<file path="src/rtl/dmactl_regs.vh">
// Register indexes, byte addresses, field positions and timing counts.
`ifndef DMACTL_REGS_VH
`define DMACTL_REGS_VH

// Printed register indexes; each register's byte address is four times this.
`define DMACTL_IDX_MODE0     20'hFFFBA
`define DMACTL_IDX_MODE1     20'hFFFBB
`define DMACTL_IDX_OPER0     20'hFFFBC
`define DMACTL_IDX_OPER1     20'hFFFBD
`define DMACTL_IDX_PERIPH0   20'hFFFB0
`define DMACTL_IDX_PERIPH1   20'hFFFB1
`define DMACTL_IDX_RAMPTR0   20'hFFFC0
`define DMACTL_IDX_RAMPTR1   20'hFFFC1
`define DMACTL_IDX_COUNT0    20'hFFFC2
`define DMACTL_IDX_COUNT1    20'hFFFC3

// Width of the decoded byte address (index plus two word bits).
`define DMACTL_AW            22

// Mode register fields.
`define DMACTL_MODE_TRIG     7
`define DMACTL_MODE_DIR      6
`define DMACTL_MODE_SIZE     5
`define DMACTL_MODE_HOLD     4
`define DMACTL_MODE_SRC_HI   3
`define DMACTL_MODE_SRC_LO   0

// Operation register fields.
`define DMACTL_OPER_EN       7
`define DMACTL_OPER_BUSY     0

// Reset values.
`define DMACTL_RST_MODE      8'h00
`define DMACTL_RST_OPER      8'h00
`define DMACTL_RST_PERIPH    8'h00
`define DMACTL_RST_RAMPTR    16'h0000
`define DMACTL_RST_COUNT     10'h000

// Start source codes.
`define DMACTL_SRC_NONE      4'h0
`define DMACTL_SRC_LAST      4'hC

// Cycles from setting the hold bit until the hold takes effect.
`define DMACTL_HOLD_DELAY    2

// Engine states.
`define DMACTL_ST_IDLE       2'h0
`define DMACTL_ST_READ       2'h1
`define DMACTL_ST_WRITE      2'h2

`endif

</file>
<file path="src/rtl/dmactl_top.v">
// Two-channel DMA control and mode logic with an AHB-Lite register slave.
`timescale 1ns/10ps
// Notes on behaviour
// - Mode and operation registers take bit/byte writes.
// - Trigger bit launches one transfer, reads zero.
// - Direction bit picks peripheral-to-RAM or RAM-to-peripheral.
// - Size bit picks byte or halfword items.
// - Hold bit set keeps start requests pending.
// - Clearing hold releases the pending request.
// - Hold takes effect two clocks after setting.
// - Software trigger works for any source.
// - Source zero disables hardware starts.
// - Codes 2-5 pick timer 0,1,4,5 events.
// - Codes 6-11 pick the serial unit events.
// - Code 12 picks conversion end; others forbidden.
// - Enable low stops the channel entirely.
// - Enabled busy channel waits for its trigger.
// - Busy flag clears when the sequence finishes.
// - Writing busy flag zero aborts the sequence.
// - Count reaching zero raises completion, stops.
// - Abort raises nothing, keeps count and pointer.
// - Count minus one, RAM pointer plus 1/2.
// - Same source: channel 0 served before 1.
`include "dmactl_regs.vh"

module dmactl_top (
	// Clock and reset.
	input  wire        clk,
	input  wire        rst,
	// AHB-Lite slave.
	input  wire        hsel,
	input  wire [31:0] haddr,
	input  wire [1:0]  htrans,
	input  wire        hwrite,
	input  wire [2:0]  hsize,
	input  wire [31:0] hwdata,
	input  wire        hready,
	output reg  [31:0] hrdata,
	output reg         hreadyout,
	output reg         hresp,
	// Peripheral start events, one-cycle pulses.
	input  wire        timer0Event,
	input  wire        timer1Event,
	input  wire        timer4Event,
	input  wire        timer5Event,
	input  wire        serial0TxEvent,
	input  wire        clockedSerial00Event,
	input  wire        serial0RxEvent,
	input  wire        serial1TxEvent,
	input  wire        clockedSerial10Event,
	input  wire        twowire10Event,
	input  wire        serial1RxEvent,
	input  wire        serial3TxEvent,
	input  wire        serial3RxEvent,
	input  wire        conversionDoneEvent,
	// Transfer port towards the peripheral register and RAM bus.
	output reg         xferRead,
	output reg         xferWrite,
	output reg         xferDir,
	output reg         xferWide,
	output reg         xferChan,
	output reg  [15:0] xferRamAddr,
	output reg  [7:0]  xferPeriphAddr,
	output reg         cpuHold,
	// Completion requests, one-cycle pulses.
	output reg         completionIrq0,
	output reg         completionIrq1
);

	// Mode register per channel; the trigger bit is never stored.
	reg  [7:0]  modeReg_ff [0:1];
	// Enable and busy flags per channel.
	reg  [1:0]  enable_ff;
	reg  [1:0]  inProgress_ff;
	// Pointers and remaining counts per channel.
	reg  [7:0]  periphPtr_ff [0:1];
	reg  [15:0] ramPtr_ff [0:1];
	reg  [9:0]  count_ff [0:1];
	// Start request waiting for service.
	reg  [1:0]  pending_ff;
	// Hold bit delayed by two clocks.
	reg  [1:0]  holdDly1_ff;
	reg  [1:0]  holdDly2_ff;
	// Engine state and the channel it is serving.
	reg  [1:0]  state_ff;
	reg         engChan_ff;
	// Captured write address phase.
	reg         wrPend_ff;
	reg  [`DMACTL_AW-1:0] wrAddr_ff;

	// Combinational helpers.
	reg  [15:0] evtVec;
	reg  [1:0]  hwTrig;
	reg  [1:0]  ready;
	reg  [1:0]  effHold;
	reg  [31:0] nxt_hrdata;
	wire        addrPhase;
	wire [`DMACTL_AW-1:0] byteAddr;
	wire [7:0]  wByte;
	// One loop index per process, so that no variable has two writers.
	integer     iComb;  // Index of the combinational per-channel loop.
	integer     iHold;  // Index of the hold delay loop.
	integer     iReg;   // Index of the channel register loops.

	// An address phase counts only when the slave is selected with a
	// NONSEQ or SEQ transfer while the bus is ready.
	assign addrPhase = hsel & htrans[1] & hready;
	assign byteAddr  = haddr[`DMACTL_AW-1:0];
	assign wByte     = hwdata[7:0];

	// Events arranged by source code; combined sources share one code.
	// Codes 0, 1 and 13 to 15 have no line, so no hardware event ever starts a channel on them.
	always @* begin
		evtVec      = 16'h0000;
		evtVec[2]   = timer0Event;
		evtVec[3]   = timer1Event;
		evtVec[4]   = timer4Event;
		evtVec[5]   = timer5Event;
		evtVec[6]   = serial0TxEvent | clockedSerial00Event;
		evtVec[7]   = serial0RxEvent;
		evtVec[8]   = serial1TxEvent | clockedSerial10Event | twowire10Event;
		evtVec[9]   = serial1RxEvent;
		evtVec[10]  = serial3TxEvent;
		evtVec[11]  = serial3RxEvent;
		evtVec[12]  = conversionDoneEvent;
	end

	// Per channel: selected hardware event, effective hold, service request.
	// The hold and the request are plain decodes of flip-flops, so the engine sees a
	// stable picture for the whole cycle; the event comes straight from the inputs.
	always @* begin
		for (iComb = 0; iComb < 2; iComb = iComb + 1) begin
			// Code zero and the unassigned codes have no event wired.
			hwTrig[iComb]  = evtVec[modeReg_ff[iComb][3:0]];
			// A newly set hold only bites once both delay stages agree;
			// clearing it releases at once.
			effHold[iComb] = modeReg_ff[iComb][`DMACTL_MODE_HOLD] &
				holdDly2_ff[iComb];
			// A request is served only on an enabled, busy, unheld channel.
			ready[iComb]   = pending_ff[iComb] & ~effHold[iComb] &
				enable_ff[iComb] & inProgress_ff[iComb];
		end
	end

	// Read multiplexer, sampled in the address phase for a zero-wait reply.
	// Unused upper bits of every register read as zero.
	always @* begin
		nxt_hrdata = 32'h00000000;
		case (byteAddr)
			{`DMACTL_IDX_MODE0, 2'b00}:
				nxt_hrdata[7:0] = {1'b0, modeReg_ff[0][6:0]};
			{`DMACTL_IDX_MODE1, 2'b00}:
				nxt_hrdata[7:0] = {1'b0, modeReg_ff[1][6:0]};
			{`DMACTL_IDX_OPER0, 2'b00}:
				nxt_hrdata[7:0] = {enable_ff[0], 6'h00, inProgress_ff[0]};
			{`DMACTL_IDX_OPER1, 2'b00}:
				nxt_hrdata[7:0] = {enable_ff[1], 6'h00, inProgress_ff[1]};
			{`DMACTL_IDX_PERIPH0, 2'b00}: nxt_hrdata[7:0]  = periphPtr_ff[0];
			{`DMACTL_IDX_PERIPH1, 2'b00}: nxt_hrdata[7:0]  = periphPtr_ff[1];
			{`DMACTL_IDX_RAMPTR0, 2'b00}: nxt_hrdata[15:0] = ramPtr_ff[0];
			{`DMACTL_IDX_RAMPTR1, 2'b00}: nxt_hrdata[15:0] = ramPtr_ff[1];
			{`DMACTL_IDX_COUNT0, 2'b00}:  nxt_hrdata[9:0]  = count_ff[0];
			{`DMACTL_IDX_COUNT1, 2'b00}:  nxt_hrdata[9:0]  = count_ff[1];
			// Unmapped addresses read as zero with an OKAY response.
			default: nxt_hrdata = 32'h00000000;
		endcase
	end

	// Bus slave: address capture and read data; ready from the first clock after reset, always OKAY.
	// Read data is latched in the address phase and stands through the
	// data phase; the price is that a read never sees a write in flight.
	always @(posedge clk or posedge rst) begin
		if (rst) begin
			hrdata    <= 32'h00000000;
			hreadyout <= 1'b0;
			hresp     <= 1'b0;
			wrPend_ff <= 1'b0;
			wrAddr_ff <= {`DMACTL_AW{1'b0}};
		end else begin
			hreadyout <= 1'b1;
			hresp     <= 1'b0;
			wrPend_ff <= addrPhase & hwrite;
			if (addrPhase) begin
				wrAddr_ff <= byteAddr;
				if (!hwrite) begin
					hrdata <= nxt_hrdata;
				end
			end
		end
	end

	// Hold delay line; a cleared hold bit empties it immediately.
	// The two stages give the grace in which a request that arrives
	// just after the hold is set is still served.
	always @(posedge clk or posedge rst) begin
		if (rst) begin
			holdDly1_ff <= 2'b00;
			holdDly2_ff <= 2'b00;
		end else begin
			for (iHold = 0; iHold < 2; iHold = iHold + 1) begin
				holdDly1_ff[iHold] <=
					modeReg_ff[iHold][`DMACTL_MODE_HOLD];
				holdDly2_ff[iHold] <= holdDly1_ff[iHold] &
					modeReg_ff[iHold][`DMACTL_MODE_HOLD];
			end
		end
	end

	// Channel registers, pending requests and the transfer engine.
	// Everything a channel owns but its hold delay line lives in this one process, so every
	// register has exactly one writer.
	// A word write in the data phase stands for one 8-bit write (16 bits to a RAM pointer, 10 to a count); a
	// single-bit update by software is a read-modify-write of that byte.
	always @(posedge clk or posedge rst) begin
		if (rst) begin
			// Both channels leave reset disabled, idle and cleared.
			for (iReg = 0; iReg < 2; iReg = iReg + 1) begin
				modeReg_ff[iReg]   <= `DMACTL_RST_MODE;
				periphPtr_ff[iReg] <= `DMACTL_RST_PERIPH;
				ramPtr_ff[iReg]    <= `DMACTL_RST_RAMPTR;
				count_ff[iReg]     <= `DMACTL_RST_COUNT;
			end
			enable_ff      <= 2'b00;
			inProgress_ff  <= 2'b00;
			pending_ff     <= 2'b00;
			state_ff       <= `DMACTL_ST_IDLE;
			engChan_ff     <= 1'b0;
			xferRead       <= 1'b0;
			xferWrite      <= 1'b0;
			xferDir        <= 1'b0;
			xferWide       <= 1'b0;
			xferChan       <= 1'b0;
			xferRamAddr    <= 16'h0000;
			xferPeriphAddr <= 8'h00;
			cpuHold        <= 1'b0;
			completionIrq0 <= 1'b0;
			completionIrq1 <= 1'b0;
		end else begin
			// Pulse outputs fall back to zero unless set again below.
			completionIrq0 <= 1'b0;
			completionIrq1 <= 1'b0;
			xferRead       <= 1'b0;
			xferWrite      <= 1'b0;
			cpuHold        <= 1'b0;

			// Requests: only an enabled, busy channel records one.
			// A request that meets a disabled or finished channel is
			// dropped, not queued for later.
			for (iReg = 0; iReg < 2; iReg = iReg + 1) begin
				if (!enable_ff[iReg] || !inProgress_ff[iReg]) begin
					// Disabled or idle: forget any stale request.
					pending_ff[iReg] <= 1'b0;
				end else if (hwTrig[iReg]) begin
					// The selected source fired.
					pending_ff[iReg] <= 1'b1;
				end
			end

			// Engine: three clocks per item, channel 0 wins ties.
			case (state_ff)
				`DMACTL_ST_IDLE: begin
					// Channel 0 is looked at first, so it wins a shared trigger.
					if (ready[0] || ready[1]) begin
						engChan_ff <= ~ready[0];
						xferChan   <= ~ready[0];
						state_ff   <= `DMACTL_ST_READ;
						cpuHold    <= 1'b1;
						xferRead   <= 1'b1;
						xferDir    <= modeReg_ff[~ready[0]]
							[`DMACTL_MODE_DIR];
						xferWide   <= modeReg_ff[~ready[0]]
							[`DMACTL_MODE_SIZE];
						// Halfword items use even addresses only.
						xferRamAddr <= ramPtr_ff[~ready[0]] &
							{15'h7FFF,
							~modeReg_ff[~ready[0]][`DMACTL_MODE_SIZE]};
						xferPeriphAddr <= periphPtr_ff[~ready[0]] &
							{7'h7F,
							~modeReg_ff[~ready[0]][`DMACTL_MODE_SIZE]};
						// A trigger in this same cycle stays recorded.
						if (!hwTrig[~ready[0]]) begin
							pending_ff[~ready[0]] <= 1'b0;
						end
					end
				end
				`DMACTL_ST_READ: begin
					// Second cycle of the item: the source is read and the destination write is set up.
					state_ff  <= `DMACTL_ST_WRITE;
					cpuHold   <= 1'b1;
					xferWrite <= 1'b1;
				end
				`DMACTL_ST_WRITE: begin
					// Third cycle: counters move and completion is judged.
					state_ff <= `DMACTL_ST_IDLE;
					// An abort during the item leaves the counters alone.
					if (inProgress_ff[engChan_ff]) begin
						count_ff[engChan_ff] <=
							count_ff[engChan_ff] - 10'h001;
						ramPtr_ff[engChan_ff] <= ramPtr_ff[engChan_ff] +
							(modeReg_ff[engChan_ff][`DMACTL_MODE_SIZE] ?
							16'h0002 : 16'h0001);
						if (count_ff[engChan_ff] == 10'h001) begin
							// Last item: the flag drops and the request rises.
							inProgress_ff[engChan_ff] <= 1'b0;
							pending_ff[engChan_ff]    <= 1'b0;
							if (engChan_ff) begin
								completionIrq1 <= 1'b1;
							end else begin
								completionIrq0 <= 1'b1;
							end
						end
					end
				end
				// An unused code recovers to idle instead of hanging.
				default: state_ff <= `DMACTL_ST_IDLE;
			endcase

			// Software writes come last so a written 1 to the busy flag
			// wins over a completion in the same cycle.
			if (wrPend_ff) begin
				case (wrAddr_ff)
					{`DMACTL_IDX_MODE0, 2'b00}, {`DMACTL_IDX_MODE1, 2'b00}:
					begin
						// The trigger bit is never kept; it reads back as zero.
						modeReg_ff[wrAddr_ff[2]] <=
							{1'b0, wByte[6:0]};
						// A written 1 launches one item on any source.
						if (wByte[`DMACTL_MODE_TRIG] &&
							enable_ff[wrAddr_ff[2]] &&
							inProgress_ff[wrAddr_ff[2]]) begin
							pending_ff[wrAddr_ff[2]] <= 1'b1;
						end
					end
					{`DMACTL_IDX_OPER0, 2'b00}, {`DMACTL_IDX_OPER1, 2'b00}:
					begin
						// Index C maps to channel 0 and D to channel 1.
						inProgress_ff[wrAddr_ff[2]] <=
							wByte[`DMACTL_OPER_BUSY];
						// Writing zero to the busy flag is the abort.
						if (!wByte[`DMACTL_OPER_BUSY]) begin
							pending_ff[wrAddr_ff[2]] <= 1'b0;
						end
						// Enable only changes while the channel is idle.
						if (!inProgress_ff[wrAddr_ff[2]]) begin
							enable_ff[wrAddr_ff[2]] <=
								wByte[`DMACTL_OPER_EN];
						end
					end
					// Pointer and count writes are ignored while their channel is busy.
					{`DMACTL_IDX_PERIPH0, 2'b00}:
						if (!inProgress_ff[0]) periphPtr_ff[0] <= wByte;
					{`DMACTL_IDX_PERIPH1, 2'b00}:
						if (!inProgress_ff[1]) periphPtr_ff[1] <= wByte;
					{`DMACTL_IDX_RAMPTR0, 2'b00}:
						if (!inProgress_ff[0]) ramPtr_ff[0] <= hwdata[15:0];
					{`DMACTL_IDX_RAMPTR1, 2'b00}:
						if (!inProgress_ff[1]) ramPtr_ff[1] <= hwdata[15:0];
					{`DMACTL_IDX_COUNT0, 2'b00}:
						if (!inProgress_ff[0]) count_ff[0] <= hwdata[9:0];
					{`DMACTL_IDX_COUNT1, 2'b00}:
						if (!inProgress_ff[1]) count_ff[1] <= hwdata[9:0];
					default: ;
				endcase
			end
		end
	end

endmodule // dmactl_top

</file>
<file path="config.mk">
export PLATFORM = sky130hd
export DESIGN_NAME = dmactl_top
export DESIGN_NICKNAME = d
export VERILOG_FILES = /design/src/rtl/dmactl_top.v
export VERILOG_INCLUDE_DIRS = /design/src /design/src/rtl
export SDC_FILE = /design/constraint.sdc
export NUM_CORES = 1
export LEC_CHECK = 0
export BUFFER_PORTS_ARGS = -buffer_cell sky130_fd_sc_hd__buf_4
export CAP_MARGIN = 20
export CELL_PAD_IN_SITES_DETAIL_PLACEMENT = 0
export CELL_PAD_IN_SITES_GLOBAL_PLACEMENT = 2
export CORE_UTILIZATION = 25
export CTS_CLUSTER_DIAMETER = 30
export CTS_CLUSTER_SIZE = 24
export DETAILED_ROUTE_END_ITERATION = 6
export GPL_ROUTABILITY_DRIVEN = 1
export PLACE_DENSITY = 0.6
export SLEW_MARGIN = 20
export SYNTH_ARGS = -nofsm -noshare
export SYNTH_HDL_FRONTEND = slang
export SYNTH_SLANG_ARGS = --single-unit
export TNS_END_PERCENT = 30
</file>
<file path="constraint.sdc">
create_clock -name clk -period 5.2 [get_ports clk]
set_input_delay 0.78 -clock clk [delete_from_list [all_inputs] [get_ports clk]]
set_output_delay 0.78 -clock clk [all_outputs]
set_load 0.02 [all_outputs]
</file>
* Word level (Yosys, flattened, before mapping)
Cells that the tools add are included.
Word-level totals: bits in registers 168, input bits 88, output and inout port bits 66, word-level logic and storage cells 224
Operators by class: $add $sub $neg 2, $lt $le $gt $ge 13, equal/unequal tests 24, mux-type cells 97, bitwise operators 37, reductions and logical operators 23
Operators with widths (number):
- $eq A22 B22 Y1 const B | 20
- $mux W16 | 11
- $mux W32 | 3
- $mux W10 | 8
- $pmux W8 S10 | 1
- $mux W20 | 3
- $bwmux W32 | 1
- $mux W8 | 4
- $mux W1 | 28
- $mux W2 | 14
- $mux W7 | 3
- $bwmux W20 | 1
- $mux W6 | 3
- $add A16 B2 Y16 | 1
- $and A16 B16 Y16 | 1
- $bwmux W16 | 1
- $demux W16 S1 | 1
- $and A1 B1 Y1 | 13
- $pmux W2 S2 | 3
- $pmux W6 S2 | 1
- $demux W10 S1 | 1
- $eq A10 B1 Y1 const B | 1
- $lt A4 B5 Y1 const B | 2
- $sub A10 B1 Y10 const B | 1
- 27 further kinds | 70

* Logic depth before layout (Yosys ltp)
depth in word-level cells 19, mapped depth 11, gate-level depth less buffers 8

* Worst setup path before layout
Ideal clock, no wire load.
path type reg2reg, start reg, netlist name xferChan, end reg ramPtr_ff[14] (netlist name), library setup time 134 ps, data arrival time 2978 ps, required time 5066 ps, path slack 2088 ps, stages on the path, launching flop included 12, path buffers 3, period minus slack after synthesis 3112 ps, path through dfrtp_1 buf_4 buf_2 buf_2 mux2i_1 ha_1 inv_1 fa_1 a221oi_2 nand4b_1 xnor2_1 o211ai_1
RTL lines:
- end signal: indexed assignment | RTL line dmactl_top.v:220 | ramPtr_ff[iReg] <= `DMACTL_RST_RAMPTR;
- end signal: indexed assignment | RTL line dmactl_top.v:299 | ramPtr_ff[engChan_ff] <= ramPtr_ff[engChan_ff] +
- end: declaration | RTL line dmactl_top.v:77 | reg [15:0] ramPtr_ff [0:1];

==> qor.yml <==
gr-total-overflow: 0
worstMarginPinSlew_ns: 1.26
die_x_um: 195
totalWireLength_um: 30200
cts_setup_buffers: 0
clk_latency_ns: 0.43
layout_common_cells: "165 x dfrtp_1, 114 x buf_4, 94 x nand2_1, 77 x mux2i_1, 56 x nor2_1"
synth_xor_area_share_pct: 3.39
routed_via_density: 4.89
core-area_mm2: 0.0366
relSlewSlack_pct: 15.9
final_cell_area_mm2: 0.0111
wire_per_inst_um: 20.4
synth_compound_area_share_pct: 11.1
gr-usage-all-layers_pct: 16.3
yosysUniqueCellTypes: 73
dpl_cell_area_mm2: 0.0105
cts_resized: 0
numPortBuffers: 106
status: "finished clean"
slew_violations: 0
ir_worst_vdd_mv: 0.186
synthMuxAreaShare_pct: 16.9
drt_iter0_drc: 498
period_minus_slack_ns: 3.06
hpwl_um: 21400
rsz0062_at_grt: "no"
synth_simple_gate_area_share_pct: 19.0
antenna_found_initial: 0
ys_seq_elements: 166
grt_pass1_vias: 7174
clk_path_buf_depth: 2
regArea_mm2: 0.00416
worstPathArrival_ns: 3.33
grt_first_pass_wirelength_um: 46600
mostFrequentLayoutCell: "dfrtp_1"
cp_slowest_cell: "dfrtp_2"
row_count: 70
period_share_pct: 58.8
cp_slowest_stage_delay_ns: 0.59
cp.required_ns: 5.47
grt_max_degree: 167
globalplace.congestion: 0.764
synth_warnings: 0
htree_levels: 4
synth_edf_count: 0
first_pass_iters: 4
worstSetupPathType: "reg2reg"
synth_area_mm2: 0.00931
syn_inst: 915
num_io_pins: 154
p_per_area_mw_per_mm2: 269
drc: 0
synth_top_family_by_area: "simple AND/OR/NAND/NOR gates"
path_delay_family: "compound AO/OA/AOI/OAI gates"
cp-end-kind: "flop"
finalSetupTns_ns: 0
yosys.area_share.adder_pct: 0.753
diodes: 0
cts_buffers: 17
multiInputGateArea_mm2: 0.00484
whs_ns: 0.421
area_growth_pct: 19.2
start_util_pct: 25.4
hold_viol_final: 0
fmax_mhz: 327
setup_viol: 0
die-area_mm2: 0.0380
antenna_left: 0
via_count: 7233
synthArstFlopShare_pct: 100
finClkSkew_ns: 0.00806
clkSinkCount: 166
nets: 1091
start_kind: "flop"
cts_tree: "yes"
synth-main-ff-cell: "dfrtp_1"
fp.dieH_um: 195
p_total_mw: 2.98
root_buffer: "clkbuf_16"
maxCapViolCount: 0
path_max_fanout: 15
cts_hold_buf: 0
cp.buffers_inverters: 1
leakage_nw: 4.54
worstPathCellList: "mux2i_1 -> ha_1 -> inv_1 -> fa_1 -> a221oi_2 -> nand4b_1 -> xnor2_1 -> o211ai_1"
nFillCells: 3889
synth-seq-area-share_pct: 44.6
avgSynthCellArea_um2: 10.2
post-route-util_pct: 30.3
drive_gt1_share_pct: 23.3
hold_path.class: "in2async"
path_clk_slew_ns: 0.07
per-stage QoR:
stage | setup slack (ns) | std cells
finish | 2.14 | 1478
global placement | 2.12 | 1447
CTS | 2.15 | 1478
global route | 1.86 | 1478
floorplan | 2.09 | 931
detailed placement | 2.07 | 1447
final timing paths:
kind	start	endpoint	slack [ns]	depth (start not counted)
worst max register to register	xferChan	ramPtr_ff[30]	2.14	8
max in group asynchronous	rst	xferChan	3.59	3
min in group clk	modeReg_ff[12]	holdDly1_ff[0]	0.44	0
worst min register to register	modeReg_ff[12]	holdDly1_ff[0]	0.44	0
worst min-delay path	rst	hrdata[4]	0.42	3
worst max-delay path	xferChan	ramPtr_ff[30]	2.14	8
worst reg2reg max path, stage by stage (launching register included):
cell and delay (ns):
dfrtp_2 0.59, mux2i_1 0.41, ha_1 0.24, inv_1 0.06, fa_1 0.43, a221oi_2 0.58, nand4b_1 0.22, xnor2_1 0.26
o211ai_1 0.12
synthesized netlist by cell type (all sizes together) (5+ instances only):
cell type / instances / share of area [%]
and2: 8 / 0.54
a2111oi: 5 / 0.61
inv: 12 / 0.48
o211ai: 10 / 0.81
a21oi: 55 / 3.0
buf: 36 / 2.4
o21ai: 58 / 3.1
clkbuf: 31 / 1.3
mux4: 8 / 1.9
nand3: 28 / 1.5
nand3b: 9 / 0.73
nand4: 22 / 1.6
nor4: 19 / 1.9
xnor2: 23 / 2.2
o31ai: 5 / 0.40
mux2i: 77 / 8.3
nand4b: 6 / 0.56
mux2: 55 / 6.7
nand2: 94 / 3.8
nor2: 56 / 2.3
o22ai: 5 / 0.34
and3: 5 / 0.35
nor3b: 14 / 1.2
dfrtp: 166 / 45
nor3: 28 / 1.7
nor2b: 5 / 0.34
xor2: 13 / 1.2
cell families (layout without fill, tap and decap cells):
logic type                 after synthesis  in the layout
other                                    2             18
DFF                                    166            166
and+or+nand+nor                        319            319
xor gates and xnor gates                36             36
muxes                                  140            140
adders and majority gates                5              5
AOI/OAI and AO/OA                      168            168
buffers and inverters                   79            158
report_power, final:
part	internal [mW]	switching [mW]	total (mW)
Sequential	1.35	0.0608	1.41
Clock	0.747	0.555	1.30
Combinational	0.119	0.156	0.275
Total	2.21	0.772	2.98
registers in the layout (all words and copies together) (netlist names), 2 cells and up:
name,count
ramPtr_ff,32
holdDly1_ff,2
xferPeriphAddr,8
wrAddr_ff,22
inProgress_ff,2
xferRamAddr,16
enable_ff,2
count_ff,20
state_ff,2
holdDly2_ff,2
hrdata,16
pending_ff,2
periphPtr_ff,16
modeReg_ff,14
layout make-up:
cell class                      count  area share (%)
Clock buffer                       21            4.24
Clock inverter                     10            1.12
Inverter                           12           0.440
Multi-Input combinational cell    686            43.6
Sequential cell                   166            37.4
Tap cell                          468            5.28
Timing Repair Buffer              115            7.89
layer usage:
metal / global-route usage, % / wire length [um] / vias up
met2: 25.4 / 13900 / 154
met1: 23.6 / 15200 / 3585
met5: 0 / 0 / -
met4: 3.82 / 237 / 0
li1: - / - / 3480
met3: 2.36 / 931 / 14
(Power assumes the default switching activity.)
